**src/logic/ccw_cfg.svh**
```systemverilog
// ccw_cfg.svh: offsets, field positions, reset values for the core control word
// assumes inclusion by the package, the register bank and the assertion module only
`ifndef CCW_CFG_SVH
`define CCW_CFG_SVH
`define CCW_ADDR_CTRL 4'h0
`define CCW_ADDR_CORE 4'h4
`define CCW_ADDR_W 4
`define CCW_BIT_LAT 15
`define CCW_BIT_UNIMP 14
`define CCW_MSM_HI 13
`define CCW_MSM_LO 12
`define CCW_BIT_ELX 11
`define CCW_LND_HI 10
`define CCW_LND_LO 8
`define CCW_BIT_CA 7
`define CCW_BIT_CB 6
`define CCW_BIT_CS 5
`define CCW_BIT_CW 4
`define CCW_BIT_PLM 3
`define CCW_RESET 16'h0020
`define CCW_MSM_SIGNED 2'h0
`define CCW_MSM_UNSIGNED 2'h1
`define CCW_MSM_RESV 2'h3
`define CCW_RESP_OKAY 2'h0
`define CCW_RESP_SLVERR 2'h2
`endif

```
**src/logic/ccw_pkg.sv**
```systemverilog
// ccw_pkg.sv: types of the core control register bank
// assumes ccw_cfg.svh on the include path
`include "ccw_cfg.svh"
package ccw_pkg;
  typedef enum logic [1:0] {
    CCW_MUL_SIGNED = `CCW_MSM_SIGNED,
    CCW_MUL_UNSIGNED = `CCW_MSM_UNSIGNED,
    CCW_MUL_RESV = `CCW_MSM_RESV
  } ccw_mul_mode_t;
  typedef enum logic [1:0] {
    CCW_W_IDLE = 2'b01,
    CCW_W_RESP = 2'b10
  } ccw_wst_t;
endpackage : ccw_pkg

```
**src/logic/ccw_prio_if.sv**
```systemverilog
// ccw_prio_if.sv: priority level handshake between bank and priority tracker
// assumes one clock shared by both ends
`timescale 1ns/10ps
`default_nettype none
interface ccw_prio_if;
  logic clr_msb;
  logic msb;
  modport bank (output clr_msb, input msb);
  modport track (input clr_msb, output msb);
endinterface : ccw_prio_if
`default_nettype wire

```
**src/logic/ccw_core_ctrl.sv**
```systemverilog
// ccw_core_ctrl.sv: core control word register bank, axi4-lite slave
// assumes core drives loop depth, status priority bits and msb load each cycle
//
// Local design decisions: register access over AXI4-Lite and the placing of the registers.
`timescale 1ns/10ps
`default_nettype none
`include "ccw_cfg.svh"
module ccw_core_ctrl import ccw_pkg::*; (
  input wire logic i_ref_clk,
  input wire logic i_resetn,
  input wire logic [`CCW_ADDR_W-1:0] i_awaddr,
  input wire logic i_awvalid,
  output logic o_awready,
  input wire logic [31:0] i_wdata,
  input wire logic [3:0] i_wstrb,
  input wire logic i_wvalid,
  output logic o_wready,
  output logic [1:0] o_bresp,
  output logic o_bvalid,
  input wire logic i_bready,
  input wire logic [`CCW_ADDR_W-1:0] i_araddr,
  input wire logic i_arvalid,
  output logic o_arready,
  output logic [31:0] o_rdata,
  output logic [1:0] o_rresp,
  output logic o_rvalid,
  input wire logic i_rready,
  input wire logic [2:0] i_loop_nest_depth,
  input wire logic [2:0] i_priority_level_low,
  input wire logic i_core_msb,
  input wire logic i_core_msb_load,
  output logic o_latency_variable,
  output ccw_mul_mode_t o_multiply_sign_mode,
  output logic o_early_loop_exit,
  output logic o_acc_a_clamp_enable,
  output logic o_acc_b_clamp_enable,
  output logic o_store_clamp_enable,
  output logic o_clamp_width_select,
  output logic [3:0] o_priority_level
);
  // ----------------------------------------
  // state
  // ----------------------------------------
  ccw_prio_if prio ();
  ccw_wst_t wst_r;
  logic aw_got_r;
  logic w_got_r;
  logic [`CCW_ADDR_W-1:0] awaddr_r;
  logic [31:0] wdata_r;
  logic [1:0] wstrb_r;
  logic [15:0] ccw_r;
  logic elx_r;
  logic [1:0] bresp_r;
  logic rvalid_r;
  logic [31:0] rdata_r;
  logic [1:0] rresp_r;
  logic [15:0] rd_word;
  logic wr_fire;
  logic wr_hit;
  logic [15:0] wr_val;

  ccw_prio_track u_prio (
    .i_ref_clk(i_ref_clk),
    .i_resetn(i_resetn),
    .i_core_msb(i_core_msb),
    .i_core_msb_load(i_core_msb_load),
    .prio(prio.track)
  );

  // ----------------------------------------
  // write channel
  // ----------------------------------------
  // address and data taken in either order, response once both are in
  assign o_awready = (wst_r == CCW_W_IDLE) && !aw_got_r;
  assign o_wready = (wst_r == CCW_W_IDLE) && !w_got_r;
  assign wr_fire = (wst_r == CCW_W_IDLE) && (aw_got_r || i_awvalid) && (w_got_r || i_wvalid);
  always_ff @(posedge i_ref_clk) begin
    if (!i_resetn) begin
      aw_got_r <= 1'b0;
      w_got_r <= 1'b0;
      awaddr_r <= '0;
      wdata_r <= '0;
      wstrb_r <= '0;
    end else if (wr_fire) begin
      aw_got_r <= 1'b0;
      w_got_r <= 1'b0;
    end else begin
      if (o_awready && i_awvalid) begin
        aw_got_r <= 1'b1;
        awaddr_r <= i_awaddr;
      end
      if (o_wready && i_wvalid) begin
        w_got_r <= 1'b1;
        wdata_r <= i_wdata;
        wstrb_r <= i_wstrb[1:0];
      end
    end
  end

  logic [`CCW_ADDR_W-1:0] wa;
  logic [31:0] wd;
  logic [1:0] ws;
  assign wa = aw_got_r ? awaddr_r : i_awaddr;
  assign wd = w_got_r ? wdata_r : i_wdata;
  assign ws = w_got_r ? wstrb_r : i_wstrb[1:0];
  assign wr_hit = wr_fire && (wa == `CCW_ADDR_CTRL);
  // byte lanes merge into the held word; word access is the intended use
  assign wr_val = {ws[1] ? wd[15:8] : ccw_r[15:8], ws[0] ? wd[7:0] : ccw_r[7:0]};

  always_ff @(posedge i_ref_clk) begin
    if (!i_resetn) begin
      wst_r <= CCW_W_IDLE;
      bresp_r <= `CCW_RESP_OKAY;
    end else begin
      unique case (wst_r)
        CCW_W_IDLE: begin
          if (wr_fire) begin
            wst_r <= CCW_W_RESP;
            bresp_r <= (wa == `CCW_ADDR_CTRL || wa == `CCW_ADDR_CORE) ?
                       `CCW_RESP_OKAY : `CCW_RESP_SLVERR;
          end
        end
        CCW_W_RESP: begin
          if (i_bready) begin
            wst_r <= CCW_W_IDLE;
          end
        end
      endcase
    end
  end
  assign o_bvalid = (wst_r == CCW_W_RESP);
  assign o_bresp = bresp_r;

  // ----------------------------------------
  // control fields
  // ----------------------------------------
  always_ff @(posedge i_ref_clk) begin
    if (!i_resetn) begin
      ccw_r <= `CCW_RESET;
    end else if (wr_hit) begin
      ccw_r[`CCW_BIT_LAT] <= wr_val[`CCW_BIT_LAT];
      ccw_r[`CCW_MSM_HI:`CCW_MSM_LO] <= wr_val[`CCW_MSM_HI:`CCW_MSM_LO];
      ccw_r[`CCW_BIT_CA] <= wr_val[`CCW_BIT_CA];
      ccw_r[`CCW_BIT_CB] <= wr_val[`CCW_BIT_CB];
      ccw_r[`CCW_BIT_CS] <= wr_val[`CCW_BIT_CS];
      ccw_r[`CCW_BIT_CW] <= wr_val[`CCW_BIT_CW];
    end
  end

  // one-cycle exit request; writing zero does nothing
  always_ff @(posedge i_ref_clk) begin
    if (!i_resetn) begin
      elx_r <= 1'b0;
    end else begin
      elx_r <= wr_hit && ws[1] && wd[`CCW_BIT_ELX];
    end
  end

  // clear of the msb only when software writes zero there
  assign prio.clr_msb = wr_hit && ws[0] && !wd[`CCW_BIT_PLM];

  // ----------------------------------------
  // read path
  // ----------------------------------------
  always_comb begin
    rd_word = 16'h0000;
    rd_word[`CCW_BIT_LAT] = ccw_r[`CCW_BIT_LAT];
    rd_word[`CCW_MSM_HI:`CCW_MSM_LO] = ccw_r[`CCW_MSM_HI:`CCW_MSM_LO];
    rd_word[`CCW_LND_HI:`CCW_LND_LO] = i_loop_nest_depth;
    rd_word[`CCW_BIT_CA] = ccw_r[`CCW_BIT_CA];
    rd_word[`CCW_BIT_CB] = ccw_r[`CCW_BIT_CB];
    rd_word[`CCW_BIT_CS] = ccw_r[`CCW_BIT_CS];
    rd_word[`CCW_BIT_CW] = ccw_r[`CCW_BIT_CW];
    rd_word[`CCW_BIT_PLM] = prio.msb;
  end

  assign o_arready = !rvalid_r;
  always_ff @(posedge i_ref_clk) begin
    if (!i_resetn) begin
      rvalid_r <= 1'b0;
      rdata_r <= 32'h0000_0000;
      rresp_r <= `CCW_RESP_OKAY;
    end else if (i_arvalid && !rvalid_r) begin
      rvalid_r <= 1'b1;
      if (i_araddr == `CCW_ADDR_CTRL) begin
        rdata_r <= {16'h0000, rd_word};
        rresp_r <= `CCW_RESP_OKAY;
      end else if (i_araddr == `CCW_ADDR_CORE) begin
        rdata_r <= {28'h0000000, prio.msb, i_priority_level_low};
        rresp_r <= `CCW_RESP_OKAY;
      end else begin
        rdata_r <= 32'h0000_0000;
        rresp_r <= `CCW_RESP_SLVERR;
      end
    end else if (rvalid_r && i_rready) begin
      rvalid_r <= 1'b0;
    end
  end
  assign o_rvalid = rvalid_r;
  assign o_rdata = rdata_r;
  assign o_rresp = rresp_r;

  // ----------------------------------------
  // core facing outputs
  // ----------------------------------------
  assign o_latency_variable = ccw_r[`CCW_BIT_LAT];
  assign o_multiply_sign_mode = ccw_mul_mode_t'(ccw_r[`CCW_MSM_HI:`CCW_MSM_LO]);
  assign o_early_loop_exit = elx_r;
  assign o_acc_a_clamp_enable = ccw_r[`CCW_BIT_CA];
  assign o_acc_b_clamp_enable = ccw_r[`CCW_BIT_CB];
  assign o_store_clamp_enable = ccw_r[`CCW_BIT_CS];
  assign o_clamp_width_select = ccw_r[`CCW_BIT_CW];
  assign o_priority_level = {prio.msb, i_priority_level_low};
endmodule : ccw_core_ctrl
`default_nettype wire

```
**src/logic/ccw_prio_track.sv**
```systemverilog
// ccw_prio_track.sv: holds the priority level msb, set only by the core
// assumes core set request is a level from the core pipeline
`timescale 1ns/10ps
`default_nettype none
module ccw_prio_track (
  input wire logic i_ref_clk,
  input wire logic i_resetn,
  input wire logic i_core_msb,
  input wire logic i_core_msb_load,
  ccw_prio_if.track prio
);
  logic msb_r;
  // core load wins over software clear; software can only clear
  always_ff @(posedge i_ref_clk) begin
    if (!i_resetn) begin
      msb_r <= 1'b0;
    end else if (i_core_msb_load) begin
      msb_r <= i_core_msb;
    end else if (prio.clr_msb) begin
      msb_r <= 1'b0;
    end
  end
  assign prio.msb = msb_r;
endmodule : ccw_prio_track
`default_nettype wire

```
**config.mk**
```make
export PLATFORM = sky130hd
export DESIGN_NAME = ccw_core_ctrl
export DESIGN_NICKNAME = d
export VERILOG_FILES = /design/src/logic/ccw_pkg.sv /design/src/logic/ccw_prio_if.sv /design/src/logic/ccw_core_ctrl.sv /design/src/logic/ccw_prio_track.sv
export VERILOG_INCLUDE_DIRS = /design/src /design/src/logic
export SDC_FILE = /design/constraint.sdc
export NUM_CORES = 1
export LEC_CHECK = 0
export BUFFER_PORTS_ARGS = -buffer_cell sky130_fd_sc_hd__buf_4
export CORE_AREA = 2 2 76 78
export DETAILED_ROUTE_END_ITERATION = 10
export DIE_AREA = 0 0 78 80
export PLACE_DENSITY = 0.75
export SLEW_MARGIN = 25
export SYNTH_ARGS = -nofsm -noshare
export SYNTH_HDL_FRONTEND = slang
export SYNTH_SLANG_ARGS = --single-unit
```
**constraint.sdc**
```tcl
create_clock -name i_ref_clk -period 1.2 [get_ports i_ref_clk]
set_input_delay 0.06 -clock i_ref_clk [delete_from_list [all_inputs] [get_ports i_ref_clk]]
set_output_delay 0.06 -clock i_ref_clk [all_outputs]
set_load 0.02 [all_outputs]
```
==> results.toml <==
[global_routing]
grt_pass1_wl_mm = 7.74
grt_pass1_vias = 1652
grt.overflow.total = 0
track_usage_pct = 15.7
grt_max_degree = 37
antenna_found_initial = 0

[synth]
synth.distinct_cells = 38
synth_ff_type = "dfxtp_1"
synth_top_cell_by_area = "dfxtp_1"
async_flop_share_pct = 0
yosys.cell_count.top_type = "dfxtp_1"
syn_area_sq_mm = 0.00215
ys_top_cells_by_area = "dfxtp_1 42%, mux2i_1 10%, buf_4 8.7%, nor2b_1 8.7%, a22oi_1 3.8%"
synth_top_area_share_pct = 41.9
ys_top_cells_by_count = "45 x dfxtp_1, 30 x nor2b_1, 25 x buf_4, 22 x mux2i_1, 11 x a22oi_1"
synth-seq-cells = 45
synth_edf_count = 0
yosysWarnings = 0
syn_avg_cell_area_sq_um = 10.1
ys_seq_area_share_pct = 41.9
syn_inst = 212

[die]
ios = 112
die_h_um = 80
die_w_um = 78
design.core.area_sq_mm = 0.00541
fp.dieArea_sq_mm = 0.00624
initial_core_util_pct = 39.8
row_count = 27

[worst_setup_path]
crit_path_start_kind = "flip-flop"
crit_slowest_cell = "dfxtp_4"
critPathRequiredTime_ns = 1.40
arrival_ns = 1.62
slowest_delay_ns = 0.38
worst_setup_path_end_kind = "flip-flop"
path_class = "flip-flop to flip-flop"
cp_top_family = "compound AO/OA/AOI/OAI gates"
cp_cell_sequence = "nor4b_4, buf_4, o2111ai_4, nor2_4, o221a_2"
crit_buf_inv = 1
cp_max_fo = 5

[pwr]
power_switching_mw = 1.12
clock_power_share_pct = 27.2
seqPwrFrac_pct = 45.8
p_leak_nw = 1.37
vdd_ir_drop_max_mv = 0.737
combPwrFrac_pct = 27.0
p_per_area_mw_per_mm2 = 1230
power_mw = 3.62
internal-power_mw = 2.50
switching_share_pct = 30.9

[placed_design]
dp_hpwl_mm = 3.53
pre_cts_ws_ns = -0.365
gp_congestion = 0.764
io_buffers = 66

[clocking]
numCtsBuffers = 5
cts_tree = "done"
cts-htree-levels = 2
clockRootBuffer = "clkbuf_8"
cts.clk_slew.worst_paths_ns = 0.09
clock-sinks = 45
clock_latency_ns = 0.30
clock_path_buffers = 2

[outcome]
violations = "negative setup slack"
status = "finished, violations left"

[sta]
drv_slew = 0
setup_ws_ns = -0.224
finalCriticalPeriod_ns = 1.42
finalHoldViolCount = 0
setup_viol = 26
min_period_over_period_pct = 119
setup_tns_ns = -4.18
skew_ns = 0.00981
grt_setup_unrepaired = "yes"
fmax_mhz = 702

[drt]
vias = 1739
wl_mm = 4.77
dr.first_iter.drc_count = 77
firstDrtPassIters = 4
drt-vias-per-instance = 4.75
wl_per_cell_um = 13.0
drc = 0
antenna_left = 0

[finish]
drive_gt1_share_pct = 42.5
area_growth_pct = 37.4
diodes = 0
nets = 352

[job]
drv_cap = 0

[hold_path]
hp-class = "primary input to flip-flop"
[timing repair]
item                                    4_1_cts  5_1_grt
endpoints found under the hold margin         2        0
pin swaps                                     9       10
hold buffers                                  3        0
setup buffers                                 3        4
endpoints found under the setup margin       31       37
gates resized for setup                      15        8
[kinds of logic after synthesis]
group	after synthesis	synth area share, %
AO/OA/AOI/OAI	34	12.9
buffers and inverters	41	12.4
flip-flops	45	41.9
multiplexers	24	11.3
other	1	0.174
AND/OR/NAND/NOR	67	21.3
[cell usage in the layout, fill, tap and decap left out, types with 3 or more instances in the layout]
master / count
mux2i_1: 20
nand2_1: 6
dfxtp_2: 4
a21oi_1: 3
o211a_1: 3
a31oi_1: 4
nor2_1: 4
clkbuf_8: 5
nor2b_1: 30
inv_1: 6
nor3b_1: 3
dfxtp_4: 3
a22oi_1: 11
a32oi_1: 3
conb_1: 20
dlygate4sd3_1: 3
nand3_1: 3
dfxtp_1: 38
buf_4: 81
buf_6: 5
[final cells by class]
class                           count  area (sq um)
Clock inverter                      3          25.0
Timing Repair Buffer               90           714
Fill cell                         502          2450
Tap cell                           72          90.1
Inverter                            6          22.5
Clock buffer                        5          68.8
Multi-Input combinational cell    145          1120
Sequential cell                    45           917
[through the flow]
step                hold WS (ns)  util (%)  area (sq um)  cells
global route              0.0142      54.7          2950    366
detailed placement         0.315      50.2          2710    350
global placement           0.307      50.2          2710    350
finish                    0.0130      54.7          2950    366
floorplan                  0.190         -          2250    231
CTS                      0.00896      53.8          2910    364
[worst min-delay path, stage by stage]
cell and delay (ns):
buf_4 0.08, mux2i_1 0.05, nor2b_1 0.09
[power by group through the flow]
stage	logic (mW)	registers (mW)	clock network [mW]
after floorplan	0.606	1.67	0
after global placement	0.858	1.68	0
after detailed placement	0.871	1.69	0
after CTS	0.945	1.66	1.01
after global routing	1.06	1.67	1.08
final	0.977	1.66	0.987
[layer usage]
layer | track usage (%) | share of wire [%] | routed length, um
met2 | 26.3 | 49 | 2340
met1 | 19.4 | 44 | 2110
met3 | 2.04 | 4.0 | 189
met4 | 9.30 | 2.7 | 130
met5 | 0 | 0 | 0
[path summary, 6_finish.rpt]
check / start / end / slack, ns / cells past startpoint
max: aw_got_r / ccw_r[13] / -0.22 / 5
min: i_wdata[6] / wdata_r[6] / 0.01 / 3
max reg2reg: aw_got_r / ccw_r[13] / -0.22 / 5
min reg2reg: o_bresp[1] / o_bresp[1] / 0.45 / 2
[sequential cells by signal (all words and copies together) (netlist names)]
register / count
o_rvalid: 1
aw_got_r: 1
w_got_r: 1
o_rdata: 14
o_bresp: 1
o_rresp: 1
wst_r: 2
wstrb_r: 2
o_early_loop_exit: 1
u_prio.prio.msb: 1
wdata_r: 9
awaddr_r: 4
ccw_r: 7
No activity file was read; power rests on OpenSTA's default activity.
